--- src/rtl/rx_pkg.sv ---
/*
  Constants shared by the serial receiver: register offsets on the
  Avalon-MM slave, bit positions, sampling figures and the state type.
  Assumes a 32-bit data bus with byte addresses; each register sits in
  the low byte of its own aligned word.
*/
package rx_pkg;
  // Byte offsets of the registers
  localparam logic [5:0] OFS_GIC   = 6'h00;
  localparam logic [5:0] OFS_FLAGS = 6'h04;
  localparam logic [5:0] OFS_ENAB  = 6'h08;
  localparam logic [5:0] OFS_PRIO  = 6'h0c;
  localparam logic [5:0] OFS_RSC   = 6'h10;
  localparam logic [5:0] OFS_RXBUF = 6'h14;
  localparam logic [5:0] OFS_TSC   = 6'h18;
  localparam logic [5:0] OFS_BAUD  = 6'h1c;
  localparam logic [5:0] OFS_DIVH  = 6'h20;
  localparam logic [5:0] OFS_DIVL  = 6'h24;

  // Field positions
  localparam int GIE_POS   = 7;
  localparam int PERIPHERAL_INTERRUPT_ENABLE_POS  = 6;
  localparam int RCV_POS   = 5;
  localparam int SERIAL_PORT_ENABLE_POS  = 7;
  localparam int RX9_POS   = 6;
  localparam int CONTINUOUS_RECEIVE_ENABLE_POS  = 4;
  localparam int ADDRESS_DETECT_ENABLE_POS = 3;
  localparam int FRAMING_ERROR_FLAG_POS  = 2;
  localparam int OVERRUN_ERROR_FLAG_POS  = 1;
  localparam int RECEIVED_NINTH_BIT_POS  = 0;
  localparam int SYNC_POS  = 4;
  localparam int HIGH_SPEED_RATE_SELECT_POS  = 2;
  localparam int RCIDL_POS = 6;
  localparam int WIDE_DIVIDER_SELECT_POS = 3;
  localparam int WUE_POS   = 1;

  // Reset value of every control byte
  localparam logic [7:0] RESET_BYTE = 8'h00;

  // Sampling: ticks at sixteen per bit, decision on the middle sample
  localparam logic [3:0] SAMPLE_MID  = 4'h8;
  localparam logic [3:0] SAMPLE_LAST = 4'hf;
  localparam logic [3:0] LAST_BIT_8  = 4'h7;
  localparam logic [3:0] LAST_BIT_9  = 4'h8;

  // Generator step in quarter clocks per clock for each rate range
  localparam logic [4:0] STEP_X64  = 5'h01;
  localparam logic [4:0] STEP_X16  = 5'h04;
  localparam logic [4:0] STEP_FAST = 5'h10;

  localparam logic [1:0] BUF_DEPTH = 2'h2;

  typedef enum logic [1:0] {ST_IDLE, ST_START, ST_DATA, ST_STOP} rx_state_e;
endpackage

--- src/rtl/baud_if.sv ---
/*
  Carrier between the receiver and its rate generator.
  Assumes both ends share one clock.
*/
interface baud_if;
  logic [15:0] divisor;
  logic        high_speed_rate_select;
  logic        wide_divider_select;
  logic        run;
  logic        tick;

  modport gen  (input divisor, high_speed_rate_select, wide_divider_select, run,
                output tick);
  modport user (output divisor, high_speed_rate_select, wide_divider_select, run,
                input tick);
endinterface

--- src/rtl/baud_tick_gen.sv ---
/*
  Rate generator: one tick per sixteenth of a bit.
  Assumes the divisor and selects stay stable while it runs.
*/
module baud_tick_gen (
  // Clock and reset
  input  wire logic clk_i,
  input  wire logic sys_rst_i,
  input  wire logic ce_i,
  // Control and tick
  baud_if.gen       bif
);
  logic [18:0] acc_q;
  logic [18:0] acc_d;
  logic        tick_q;
  logic        tick_d;
  logic [18:0] lim;
  logic [18:0] sum;
  logic [4:0]  step;

  // Phase accumulator in quarter clocks, so the fastest range still
  // averages the right rate when the period is not a whole clock count
  always_comb begin
    lim = bif.wide_divider_select
        ? {1'b0, bif.divisor, 2'h0} + 19'h00004
        : {9'h000, bif.divisor[7:0], 2'h0} + 19'h00004;
    case ({bif.wide_divider_select, bif.high_speed_rate_select})
      2'h0:    step = rx_pkg::STEP_X64;
      2'h3:    step = rx_pkg::STEP_FAST;
      default: step = rx_pkg::STEP_X16;
    endcase
    sum    = acc_q + {14'h0000, step};
    acc_d  = sum;
    tick_d = 1'b0;
    if (!bif.run) begin
      acc_d = '0;
    end else if (sum >= lim) begin
      tick_d = 1'b1;
      // At most one tick per clock; excess phase is dropped
      acc_d  = (sum - lim >= lim) ? '0 : sum - lim;
    end
  end

  always_ff @(posedge clk_i) begin
    if (sys_rst_i) begin
      acc_q  <= '0;
      tick_q <= 1'b0;
    end else if (ce_i) begin
      acc_q  <= acc_d;
      tick_q <= tick_d;
    end
  end

  assign bif.tick = tick_q & ce_i;
endmodule

--- src/rtl/async_serial_receiver_wake.sv ---
/*
  Asynchronous serial receiver with address detect and wake on edge,
  behind an Avalon-MM slave with waitrequest.
  Assumes the receive line and sleep_i are synchronous to clk_i and
  that the block clock keeps running while the CPU sleeps.
*/
// The implementer's own choices: the address map and the Avalon-MM slave port.
// Functional notes
// - Sixteen-times sampling recovers bits for shifter
// - Bit rate from sixteen-bit divisor pair
// - Async only with clocked mode off, enabled
// - Nine data bits when ninth enable set
// - Frames accepted only while continuous receive set
// - Frame done sets flag, interrupt if enabled
// - Status shows ninth bit and errors
// - Data read returns oldest frame low byte
// - Clearing continuous receive clears the overrun error
// - Address detect with nine bits; off passes all
// - Receive interrupt priority selectable by bit
// - Sleep stops rate generator and reception
// - Wake enable idles receiver, watches line
// - Falling line edge is the wake event
// - Wake event sets the receive flag
// - Reading data register clears wake condition
// - Rising edge after wake clears wake enable
// - Frame is start, eight/nine data, stop
// - Data bits assembled least significant first
// - Bit period 64, 16 or 4 clocks per divisor plus one
module async_serial_receiver_wake (
  // Clock, reset, enable
  input  wire logic        clk_i,
  input  wire logic        sys_rst_i,
  input  wire logic        ce_i,
  // CPU mode and serial line
  input  wire logic        sleep_i,
  input  wire logic        receive_line_i,
  // Avalon-MM slave
  input  wire logic [5:0]  avs_address_i,
  input  wire logic        avs_read_i,
  input  wire logic        avs_write_i,
  input  wire logic [31:0] avs_writedata_i,
  input  wire logic [3:0]  avs_byteenable_i,
  output logic      [31:0] avs_readdata_o,
  output logic             avs_waitrequest_o,
  // Interrupt request
  output logic             rx_irq_o,
  output logic             rx_irq_high_o
);
  // Bus and configuration state
  logic        waitreq_q, waitreq_d;
  logic [31:0] rdata_q, rdata_d;
  logic        gie_q, gie_d, peripheral_interrupt_enable_q, peripheral_interrupt_enable_d;
  logic        receive_interrupt_enable_q, receive_interrupt_enable_d, receive_interrupt_priority_q, receive_interrupt_priority_d;
  logic        serial_port_enable_q, serial_port_enable_d, rx9_q, rx9_d;
  logic        continuous_receive_enable_q, continuous_receive_enable_d, address_detect_enable_q, address_detect_enable_d;
  logic        sync_q, sync_d, high_speed_rate_select_q, high_speed_rate_select_d, wide_divider_select_q, wide_divider_select_d;
  logic [7:0]  divh_q, divh_d, divl_q, divl_d;
  logic        irq_q, irq_d;
  logic [7:0]  rd_byte;
  logic        wr_fire, rd_fire, rd_rx, wr_baud;

  // Receiver state
  rx_pkg::rx_state_e state_q, state_d;
  logic [3:0]  scnt_q, scnt_d;
  logic [3:0]  bitn_q, bitn_d;
  logic [8:0]  shift_q, shift_d;
  logic [1:0]  samp_q, samp_d;
  logic        done_q, done_d;
  logic [8:0]  frame_q, frame_d;
  logic        framing_error_flag_q, framing_error_flag_d;
  logic        bit_val, rx_en;

  // Buffer, error and wake state
  logic [9:0]  ent_q [2];
  logic [9:0]  ent_d [2];
  logic [1:0]  fill_q, fill_d;
  logic        overrun_error_flag_q, overrun_error_flag_d;
  logic        wue_q, wue_d;
  logic        wake_seen_q, wake_seen_d;
  logic        wake_flag_q, wake_flag_d;
  logic        line_q;
  logic        fall, rise, pop, keep, addr_mode, rcv_flag;
  logic [1:0]  base;

  baud_if bif ();

  baud_tick_gen u_gen (
    .clk_i     (clk_i),
    .sys_rst_i (sys_rst_i),
    .ce_i      (ce_i),
    .bif       (bif.gen)
  );

  assign bif.divisor                = {divh_q, divl_q};
  assign bif.high_speed_rate_select = high_speed_rate_select_q;
  assign bif.wide_divider_select    = wide_divider_select_q;
  // Sleep halts the generator outright
  assign bif.run                    = serial_port_enable_q & ~sync_q & ~sleep_i;

  assign wr_fire = avs_write_i & ~waitreq_q & avs_byteenable_i[0];
  assign rd_fire = avs_read_i & ~waitreq_q;
  assign rd_rx   = rd_fire & (avs_address_i == rx_pkg::OFS_RXBUF);
  assign wr_baud = wr_fire & (avs_address_i == rx_pkg::OFS_BAUD);

  assign addr_mode = rx9_q & address_detect_enable_q;
  assign rcv_flag  = (fill_q != 2'h0) | wake_flag_q;
  assign fall      = line_q & ~receive_line_i;
  assign rise      = ~line_q & receive_line_i;
  assign rx_en     = serial_port_enable_q & ~sync_q & continuous_receive_enable_q & ~wue_q & ~sleep_i & ~overrun_error_flag_q;

  // Register read view
  always_comb begin
    rd_byte = rx_pkg::RESET_BYTE;
    case (avs_address_i)
      rx_pkg::OFS_GIC: begin
        rd_byte[rx_pkg::GIE_POS]  = gie_q;
        rd_byte[rx_pkg::PERIPHERAL_INTERRUPT_ENABLE_POS] = peripheral_interrupt_enable_q;
      end
      rx_pkg::OFS_FLAGS: rd_byte[rx_pkg::RCV_POS] = rcv_flag;
      rx_pkg::OFS_ENAB:  rd_byte[rx_pkg::RCV_POS] = receive_interrupt_enable_q;
      rx_pkg::OFS_PRIO:  rd_byte[rx_pkg::RCV_POS] = receive_interrupt_priority_q;
      rx_pkg::OFS_RSC: begin
        rd_byte[rx_pkg::SERIAL_PORT_ENABLE_POS]  = serial_port_enable_q;
        rd_byte[rx_pkg::RX9_POS]   = rx9_q;
        rd_byte[rx_pkg::CONTINUOUS_RECEIVE_ENABLE_POS]  = continuous_receive_enable_q;
        rd_byte[rx_pkg::ADDRESS_DETECT_ENABLE_POS] = address_detect_enable_q;
        rd_byte[rx_pkg::FRAMING_ERROR_FLAG_POS]  = ent_q[0][9];
        rd_byte[rx_pkg::OVERRUN_ERROR_FLAG_POS]  = overrun_error_flag_q;
        rd_byte[rx_pkg::RECEIVED_NINTH_BIT_POS]  = ent_q[0][8];
      end
      rx_pkg::OFS_RXBUF: rd_byte = ent_q[0][7:0];
      rx_pkg::OFS_TSC: begin
        rd_byte[rx_pkg::SYNC_POS] = sync_q;
        rd_byte[rx_pkg::HIGH_SPEED_RATE_SELECT_POS] = high_speed_rate_select_q;
      end
      rx_pkg::OFS_BAUD: begin
        rd_byte[rx_pkg::RCIDL_POS] = (state_q == rx_pkg::ST_IDLE);
        rd_byte[rx_pkg::WIDE_DIVIDER_SELECT_POS] = wide_divider_select_q;
        rd_byte[rx_pkg::WUE_POS]   = wue_q;
      end
      rx_pkg::OFS_DIVH: rd_byte = divh_q;
      rx_pkg::OFS_DIVL: rd_byte = divl_q;
      default: rd_byte = rx_pkg::RESET_BYTE;
    endcase
  end

  // Bus handshake and configuration registers
  always_comb begin
    waitreq_d = 1'b1;
    rdata_d   = rdata_q;
    if ((avs_read_i | avs_write_i) & waitreq_q) begin
      waitreq_d = 1'b0;
      rdata_d   = {24'h000000, rd_byte};
    end
    {gie_d, peripheral_interrupt_enable_d, receive_interrupt_enable_d, receive_interrupt_priority_d} = {gie_q, peripheral_interrupt_enable_q, receive_interrupt_enable_q, receive_interrupt_priority_q};
    {serial_port_enable_d, rx9_d, continuous_receive_enable_d, address_detect_enable_d} = {serial_port_enable_q, rx9_q, continuous_receive_enable_q, address_detect_enable_q};
    {sync_d, high_speed_rate_select_d, wide_divider_select_d} = {sync_q, high_speed_rate_select_q, wide_divider_select_q};
    divh_d = divh_q;
    divl_d = divl_q;
    if (wr_fire) begin
      case (avs_address_i)
        rx_pkg::OFS_GIC: begin
          gie_d  = avs_writedata_i[rx_pkg::GIE_POS];
          peripheral_interrupt_enable_d = avs_writedata_i[rx_pkg::PERIPHERAL_INTERRUPT_ENABLE_POS];
        end
        rx_pkg::OFS_ENAB: receive_interrupt_enable_d = avs_writedata_i[rx_pkg::RCV_POS];
        rx_pkg::OFS_PRIO: receive_interrupt_priority_d = avs_writedata_i[rx_pkg::RCV_POS];
        rx_pkg::OFS_RSC: begin
          serial_port_enable_d  = avs_writedata_i[rx_pkg::SERIAL_PORT_ENABLE_POS];
          rx9_d   = avs_writedata_i[rx_pkg::RX9_POS];
          continuous_receive_enable_d  = avs_writedata_i[rx_pkg::CONTINUOUS_RECEIVE_ENABLE_POS];
          address_detect_enable_d = avs_writedata_i[rx_pkg::ADDRESS_DETECT_ENABLE_POS];
        end
        rx_pkg::OFS_TSC: begin
          sync_d = avs_writedata_i[rx_pkg::SYNC_POS];
          high_speed_rate_select_d = avs_writedata_i[rx_pkg::HIGH_SPEED_RATE_SELECT_POS];
        end
        rx_pkg::OFS_BAUD: wide_divider_select_d = avs_writedata_i[rx_pkg::WIDE_DIVIDER_SELECT_POS];
        rx_pkg::OFS_DIVH: divh_d = avs_writedata_i[7:0];
        rx_pkg::OFS_DIVL: divl_d = avs_writedata_i[7:0];
        default: divl_d = divl_q;
      endcase
    end
    // Global enables gate the request; priority goes out beside it
    irq_d = rcv_flag & receive_interrupt_enable_q & gie_q & peripheral_interrupt_enable_q;
  end

  always_ff @(posedge clk_i) begin
    if (sys_rst_i) begin
      waitreq_q <= 1'b1;
      rdata_q   <= '0;
      {gie_q, peripheral_interrupt_enable_q, receive_interrupt_enable_q, receive_interrupt_priority_q} <= '0;
      {serial_port_enable_q, rx9_q, continuous_receive_enable_q, address_detect_enable_q} <= '0;
      {sync_q, high_speed_rate_select_q, wide_divider_select_q} <= '0;
      divh_q    <= rx_pkg::RESET_BYTE;
      divl_q    <= rx_pkg::RESET_BYTE;
      irq_q     <= 1'b0;
    end else if (ce_i) begin
      waitreq_q <= waitreq_d;
      rdata_q   <= rdata_d;
      {gie_q, peripheral_interrupt_enable_q, receive_interrupt_enable_q, receive_interrupt_priority_q} <= {gie_d, peripheral_interrupt_enable_d, receive_interrupt_enable_d, receive_interrupt_priority_d};
      {serial_port_enable_q, rx9_q, continuous_receive_enable_q, address_detect_enable_q} <= {serial_port_enable_d, rx9_d, continuous_receive_enable_d, address_detect_enable_d};
      {sync_q, high_speed_rate_select_q, wide_divider_select_q} <= {sync_d, high_speed_rate_select_d, wide_divider_select_d};
      divh_q    <= divh_d;
      divl_q    <= divl_d;
      irq_q     <= irq_d;
    end
  end

  // Three-sample majority around mid-bit rejects a single glitch
  assign bit_val = (samp_q[1] & samp_q[0]) | (samp_q[1] & receive_line_i)
                 | (samp_q[0] & receive_line_i);

  // Frame receiver
  always_comb begin
    state_d = state_q;
    scnt_d  = scnt_q;
    bitn_d  = bitn_q;
    shift_d = shift_q;
    samp_d  = samp_q;
    frame_d = frame_q;
    framing_error_flag_d  = framing_error_flag_q;
    done_d  = 1'b0;
    if (!rx_en) begin
      state_d = rx_pkg::ST_IDLE;
    end else if (bif.tick) begin
      samp_d = {samp_q[0], receive_line_i};
      scnt_d = scnt_q + 4'h1;
      case (state_q)
        rx_pkg::ST_IDLE: begin
          scnt_d = '0;
          if (!receive_line_i) begin
            state_d = rx_pkg::ST_START;
          end
        end
        rx_pkg::ST_START: begin
          if (scnt_q == rx_pkg::SAMPLE_MID && bit_val) begin
            state_d = rx_pkg::ST_IDLE;
          end else if (scnt_q == rx_pkg::SAMPLE_LAST) begin
            state_d = rx_pkg::ST_DATA;
            bitn_d  = '0;
          end
        end
        rx_pkg::ST_DATA: begin
          if (scnt_q == rx_pkg::SAMPLE_MID) begin
            shift_d = {bit_val, shift_q[8:1]};
          end
          if (scnt_q == rx_pkg::SAMPLE_LAST) begin
            if (bitn_q == (rx9_q ? rx_pkg::LAST_BIT_9 : rx_pkg::LAST_BIT_8)) begin
              state_d = rx_pkg::ST_STOP;
            end else begin
              bitn_d = bitn_q + 4'h1;
            end
          end
        end
        rx_pkg::ST_STOP: begin
          if (scnt_q == rx_pkg::SAMPLE_MID) begin
            // Back to idle at mid-stop so a following start is not missed
            state_d = rx_pkg::ST_IDLE;
            done_d  = 1'b1;
            framing_error_flag_d  = ~bit_val;
            frame_d = rx9_q ? shift_q : {1'b0, shift_q[8:1]};
          end
        end
        default: state_d = rx_pkg::ST_IDLE;
      endcase
    end
  end

  always_ff @(posedge clk_i) begin
    if (sys_rst_i) begin
      state_q <= rx_pkg::ST_IDLE;
      scnt_q  <= '0;
      bitn_q  <= '0;
      shift_q <= '0;
      samp_q  <= '0;
      done_q  <= 1'b0;
      frame_q <= '0;
      framing_error_flag_q  <= 1'b0;
    end else if (ce_i) begin
      state_q <= state_d;
      scnt_q  <= scnt_d;
      bitn_q  <= bitn_d;
      shift_q <= shift_d;
      samp_q  <= samp_d;
      done_q  <= done_d;
      frame_q <= frame_d;
      framing_error_flag_q  <= framing_error_flag_d;
    end
  end

  // Two-entry buffer, overrun and wake
  always_comb begin
    pop  = rd_rx & (fill_q != 2'h0);
    base = fill_q - {1'b0, pop};
    keep = done_q & ~(addr_mode & ~frame_q[8]);
    ent_d[0] = pop ? ent_q[1] : ent_q[0];
    ent_d[1] = ent_q[1];
    fill_d   = base;
    overrun_error_flag_d   = overrun_error_flag_q;
    if (keep) begin
      if (base == rx_pkg::BUF_DEPTH) begin
        overrun_error_flag_d = 1'b1;
      end else begin
        ent_d[base[0]] = {framing_error_flag_q, frame_q};
        fill_d = base + 2'h1;
      end
    end
    if (!continuous_receive_enable_q) begin
      overrun_error_flag_d = 1'b0;
    end
    wake_seen_d = wake_seen_q;
    wue_d       = wue_q;
    if (wue_q & fall) begin
      wake_seen_d = 1'b1;
    end else if (wake_seen_q & rise) begin
      wake_seen_d = 1'b0;
      wue_d       = 1'b0;
    end
    if (wr_baud) begin
      wue_d = avs_writedata_i[rx_pkg::WUE_POS];
    end
    if (!wue_d) begin
      wake_seen_d = 1'b0;
    end
    wake_flag_d = wake_flag_q & ~rd_rx;
    if (wue_q & fall) begin
      wake_flag_d = 1'b1;
    end
  end

  always_ff @(posedge clk_i) begin
    if (sys_rst_i) begin
      ent_q[0]    <= '0;
      ent_q[1]    <= '0;
      fill_q      <= '0;
      overrun_error_flag_q      <= 1'b0;
      wue_q       <= 1'b0;
      wake_seen_q <= 1'b0;
      wake_flag_q <= 1'b0;
      line_q      <= 1'b1;
    end else if (ce_i) begin
      ent_q       <= ent_d;
      fill_q      <= fill_d;
      overrun_error_flag_q      <= overrun_error_flag_d;
      wue_q       <= wue_d;
      wake_seen_q <= wake_seen_d;
      wake_flag_q <= wake_flag_d;
      line_q      <= receive_line_i;
    end
  end

  assign avs_readdata_o    = rdata_q;
  assign avs_waitrequest_o = waitreq_q;
  assign rx_irq_o          = irq_q;
  assign rx_irq_high_o     = receive_interrupt_priority_q;
endmodule

--- config.mk ---
export PLATFORM = sky130hd
export DESIGN_NAME = async_serial_receiver_wake
export DESIGN_NICKNAME = d
export VERILOG_FILES = /design/src/rtl/rx_pkg.sv /design/src/rtl/baud_if.sv /design/src/rtl/baud_tick_gen.sv /design/src/rtl/async_serial_receiver_wake.sv
export SDC_FILE = /design/constraint.sdc
export NUM_CORES = 1
export LEC_CHECK = 0
export ABC_AREA = 1
export BUFFER_PORTS_ARGS = -buffer_cell sky130_fd_sc_hd__buf_2
export CORE_MARGIN = 2
export CORE_UTILIZATION = 65
export CTS_CLUSTER_SIZE = 14
export DETAILED_ROUTE_END_ITERATION = 6
export HOLD_SLACK_MARGIN = 0.12
export PLACE_DENSITY_LB_ADDON = 0.05
export SYNTH_ARGS = -nofsm -noshare
export SYNTH_HDL_FRONTEND = slang
export SYNTH_SLANG_ARGS = --single-unit
--- constraint.sdc ---
create_clock -name clk_i -period 10.7 [get_ports clk_i]
set_clock_uncertainty 0.2 [all_clocks]
set_input_delay 1.605 -clock clk_i [delete_from_list [all_inputs] [get_ports clk_i]]
set_output_delay 1.605 -clock clk_i [all_outputs]
set_load 0.05 [all_outputs]
# Word level (Yosys, flattened, before mapping)
# Cells that the tools add are included.
# word_totals
regBits	116
out_inout_bits	35
word_cells	200
input_bits	49
# classes
n_addsub	8
n_bitwise	45
reduce_logical	24
order_cmp	4
muxes	55
eq_ne	30
# op_table
cell	n
2-to-1 mux 19 bit	4
2-to-1 mux 20 bit	2
greater-or-equal comparator 19 bit	2
AND reduction 3 bit	11
AND 1 bit	28
one-hot mux 1 bit (5 select lines)	5
== test 6 x 5 -> 1 bit (second input constant)	4
2-to-1 mux 4 bit	6
bitwise mux 20 bit	1
2-to-1 mux 10 bit	2
2-to-1 mux 2 bit	10
adder 18 x 3 -> 19 bit (second input constant)	1
adder 19 x 5 -> 19 bit	1
subtractor 19 bit	1
2-to-1 mux 1 bit	17
== test 6 x 4 -> 1 bit (second input constant)	2
== test 6 bit (second input constant)	2
inequality test 3 bit (second input constant)	4
inverter 1 bit	12
one-hot mux 1 bit (6 select lines)	2
adder 10 x 3 -> 11 bit (second input constant)	1
demux 10 bit (select 1 bit)	1
inequality test 2 bit (second input constant)	5
one-hot mux 5 bit (2 select lines)	1
27 further kinds	41

# Longest topological paths before layout
# depth
depth_word	13
ltp_mapped	36
ltp_nobuf	35

# By module
# Synthesis repeated with hierarchy kept, for this count alone.
# hier_totals
cells_unflattened	1325
hier_area_um2	8489.4
# modules_own_cells
mod	n_inst	seq_area_each_um2	cells_each	area_per_inst_um2
async_serial_receiver_wake	1	1921.8	680	4839.6
baud_tick_gen	1	400.4	645	3649.8

# Worst setup path after synthesis
# No wires, ideal clock.
# synth_timing
path_type	reg-to-reg
startpoint	reg wide_divider_select_q, in the netlist bif.wide_divider_select
endpoint	reg u_gen.acc_q[2]
stages_incl_launch_ff	33
setup_time_ps	128
n_path_buf	1
t_arrival_ps	4036
slack_ps	6336
synth_period_minus_slack_ps	4364
cell_sequence	dfxtp_1 clkbuf_1 inv_1 ha_1 ha_1 nand2_1 o21ai_1 nand2_1 nand2_1 nand3_1 nand2_1 inv_1 ha_1 nand2_1 nand2_1 a21oi_1 nor2_1 nor2_1 nand3_1 nand2_1 inv_1 ha_1 nand2_1 nor2_1 nand3_1 o21bai_1 nor2_1 nand2_1 nand2_2 nand2_2 nor2_1 nor2_1 nor2_1
# synth_via
elab_chain_cells	8
elab_cells_between_ends	11
# synth_rtl
element	line_no	rtl
start: declaration	async_serial_receiver_wake.sv:56	logic sync_q, sync_d, high_speed_rate_select_q, high_speed_rate_select_d, wide_divider_select_q, wide_divider_ ...
start signal: assignment	async_serial_receiver_wake.sv:203	{sync_q, high_speed_rate_select_q, wide_divider_select_q} <= {sync_d, high_speed_rate_select_d, wide_divider_s ...
== test 2 bit / logical NOT 2 bit (equally long branches)	baud_tick_gen.sv:27	case ({bif.wide_divider_select, bif.high_speed_rate_select})
one-hot mux 5 bit (2 select lines)	baud_tick_gen.sv:27	
adder 19 x 5 -> 19 bit	baud_tick_gen.sv:32	sum = acc_q + {14'h0000, step};
subtractor 19 bit	baud_tick_gen.sv:40	acc_d = (sum - lim >= lim) ? '0 : sum - lim;
greater-or-equal comparator 19 bit	baud_tick_gen.sv:40	
2-to-1 mux 19 bit	baud_tick_gen.sv:40	
2-to-1 mux 19 bit (*)	baud_tick_gen.sv:37	end else if (sum >= lim) begin
2-to-1 mux 19 bit (*)	baud_tick_gen.sv:35	if (!bif.run) begin
end signal: assignment	baud_tick_gen.sv:46	acc_q <= '0;
end signal: assignment	baud_tick_gen.sv:49	acc_q <= acc_d;
end: declaration	baud_tick_gen.sv:13	logic [18:0] acc_q;
# Every way passes the cells marked *; elsewhere a longest branch is shown, timed or not.
# A chain may end at the register's enable or synchronous reset.

# Final worst setup path
# layout_timing
startpoint	reg wide_divider_select_q, in the netlist bif.wide_divider_select
endpoint	reg u_gen.acc_q[7]
# Same word-level chain as after synthesis.

==> reports/metrics.cfg <==
[cells_and_area]
final_core_utilization = 0.727
syn2layout_area_growth_pct = 9.12
drive_above_1_share = 0.0699
antennaDiodeCount = 0
nNetsFinal = 1358

[die]
start_util = 0.667
design.portCount = 84
rows = 40
core_mm2 = 0.0121
die_h_um = 115
dieArea_mm2 = 0.0133
die_width_um = 115

[drt]
vias_per_cell = 5.53
drt-total-wl_um = 20700
drt_pass1_iterations = 7
drt_iter0_drc = 665
drc_errors = 10
post_drt_wl_per_cell_um = 14.4
vias = 7969
ant_nets = 0

[timing]
setup_viol = 0
fin_crit_sh = 0.506
drv_slew = 0
tightest_slew_ns = 0.943
tns_ns = 0
max_freq_mhz = 185
grt_setup_unrepaired = false
fin_crit_ns = 5.41
hold_viol = 0
worst_hold_slack_ns = 0.252
max_slew_margin = 0.370

[yosys]
synth_edf_count = 0
synth.distinct_cells = 51
synth-main-ff-cell = dfxtp_1
avgSynthCellArea_um2 = 6.46
synth_top_cell_area_share = 0.289
ys_seq_area_frac = 0.289
ys_seq_elements = 116
yosys.area.top_type = dfxtp_1
yosysWarningCount = 0
postSynth.asyncResetShare = 0
ys_top_cells_by_area = dfxtp_1 29%, nand2_1 14%, inv_1 8.7%, ha_1 7.3%, a21oi_1 6.5%
synth_area_mm2 = 0.00804
syn_inst = 1245

[clock_tree]
cts_resized = 0
cts_tree = done
clk_pin_slew_ns = 0.05
cts-root-buf = clkbuf_16
numCtsBuffers = 17
postCtsHoldBufs = 0
cts_setup_buffers = 0
htree_num_levels = 4
cts.path.max_buffers = 2
clock_sinks = 116
clk_latency_ns = 0.42

[power]
peakVddDrop_mv = 0.139
switching_share = 0.240
combPwrFrac = 0.067
leakage_nw = 3.98
switching_power_uw = 262
powerDensity_mw_per_mm2 = 124
intPower_uw = 830
clkPwrFrac = 0.527
pwr-share-seq = 0.405
p_total_mw = 1.09

[setup_path]
startpoint_type = register
required_ns = 10.76
worstRegToRegCells = 28
critPathMaxFanout = 13
crit_path_top_delay_cell = dfxtp_1
cp.arrival_ns = 5.47
r2r_start = bif.wide_divider_select$_SDFFE_PP0P_
cp-end-kind = register
max_stage_delay_ns = 0.57
cpMostUsedCell = nand2_1
startpoint = bif.wide_divider_select$_SDFFE_PP0P_
critPathKind = register to register

[placement]
port_buffers = 32
hpwl_um = 15600
gp_congestion = 0.956

[grt]
first_global_vias = 6926
grt_antenna_before_repair = 0
gr-total-overflow = 0
grt_pass1_wl_um = 33300
grt_use_total = 0.319
grt_start_max_net_pins = 61

[min_path]
hold_start = shift_q[0]$_SDFFE_PP0P_
min_path_type = register to register
holdPathStages = 2

[run]
drv_cap = 0

[run_status]
failed_checks = design-rule violations
run_status = complete, but fails checks

[cells in the final DEF (no fill, tap or decap), drive strengths merged, types with 6 or more instances in the layout]
master | netlist | routed
o21ai | 84 | 84
nand3b | 11 | 11
a211oi | 22 | 22
nand3 | 77 | 77
inv | 190 | 190
nor2 | 121 | 121
clkbuf | 25 | 23
xor2 | 17 | 17
nor3 | 15 | 15
dfxtp | 116 | 116
xnor2 | 6 | 6
nand2 | 296 | 296
buf | 39 | 38
a21oi | 105 | 105
nand4 | 23 | 23
ha | 47 | 47
conb | 1 | 24
o211ai | 14 | 14
[power groups by stage]
stage / clock (mW) / combinational (mW) / sequential, mW
2_1_floorplan: 0 / 0.0534 / 0.459
3_3_place_gp: 0 / 0.0711 / 0.451
3_5_place_dp: 0 / 0.0721 / 0.451
4_1_cts: 0.578 / 0.0726 / 0.442
5_1_grt: 0.598 / 0.0793 / 0.443
6_report: 0.576 / 0.0734 / 0.443
[cell usage after synthesis (all sizes together) (2+ instances only)]
| cell type | number |
|---|---|
| a211oi | 22 |
| a21o | 2 |
| a21oi | 105 |
| a221oi | 4 |
| a22oi | 3 |
| a41oi | 3 |
| and2 | 2 |
| buf | 39 |
| clkbuf | 25 |
| dfxtp | 116 |
| ha | 47 |
| inv | 190 |
| nand2 | 296 |
| nand3 | 77 |
| nand3b | 11 |
| nand4 | 23 |
| nor2 | 121 |
| nor3 | 15 |
| nor4 | 2 |
| o211ai | 14 |
| o21a | 2 |
| o21ai | 84 |
| o21bai | 3 |
| o22ai | 5 |
| or2 | 3 |
| xnor2 | 6 |
| xor2 | 17 |
[final timing paths]
kind                            slack, ns                     endpoint
worst max-delay path                 5.29  u_gen.acc_q[7]$_SDFFE_PP0P_
worst min-delay path                 0.25      shift_q[0]$_SDFFE_PP0P_
worst min register to register       0.25      shift_q[0]$_SDFFE_PP0P_
worst max register to register       5.29  u_gen.acc_q[7]$_SDFFE_PP0P_
[per-stage QoR]
stage                     area, µm²  setup WS [ns]  std cells
after CTS                      8770           5.33       1442
after floorplan                8130           6.34       1268
after detailed placement       8180           5.40       1410
after global routing           8770           4.74       1442
final                          8770           5.29       1442
after global placement         8180           5.48       1410
[sequential cells by signal, indices dropped and copies added (netlist names), 2 cells and up, named ones only]
name,count
frame_q,9
u_gen.acc_q,19
shift_q,9
divl_q,8
avs_readdata_o,8
bitn_q,4
ent_q,10
state_q,2
scnt_q,4
samp_q,2
fill_q,2
divh_q,8
[worst max-delay path, delay by kind of cell, from the launching register on]
family / cells / cell delay, ns
AND/OR/NAND/NOR: 15 / 1.71
adder cells (fa/ha/maj): 4 / 1.29
AO/OA/AOI/OAI: 3 / 0.62
flip-flops: 1 / 0.57
XOR/XNOR: 2 / 0.46
buffers and inverters: 4 / 0.41
[layout make-up]
cell class              instances  area [µm²]
repair buffers                 38         205
inverters                     191         719
fillers                      1079        3290
clock buffers                  23         468
flip-flops and latches        116        2320
multi-input cells             897        4720
clock inverters                 9         128
well taps                     168         210
[cells by family (layout without fill, tap and decap cells)]
| family | after synthesis | after routing | share of synthesized area |
|---|---|---|---|
| flip-flops | 116 | 116 | 0.289 |
| buffers and inverters | 255 | 261 | 0.135 |
| adder cells (fa/ha/maj) | 48 | 48 | 0.0756 |
| AO/OA/AOI/OAI | 250 | 250 | 0.176 |
| other | 1 | 24 | 0.000466 |
| XOR/XNOR | 23 | 23 | 0.0251 |
| AND/OR/NAND/NOR | 552 | 552 | 0.300 |
[layer usage]
metal  track usage  routed length (µm)
met2         0.524                9610
met4        0.0996                 436
met1         0.418                9160
met3        0.0749                1500
met5             0                   0
(Power assumes the default switching activity.)
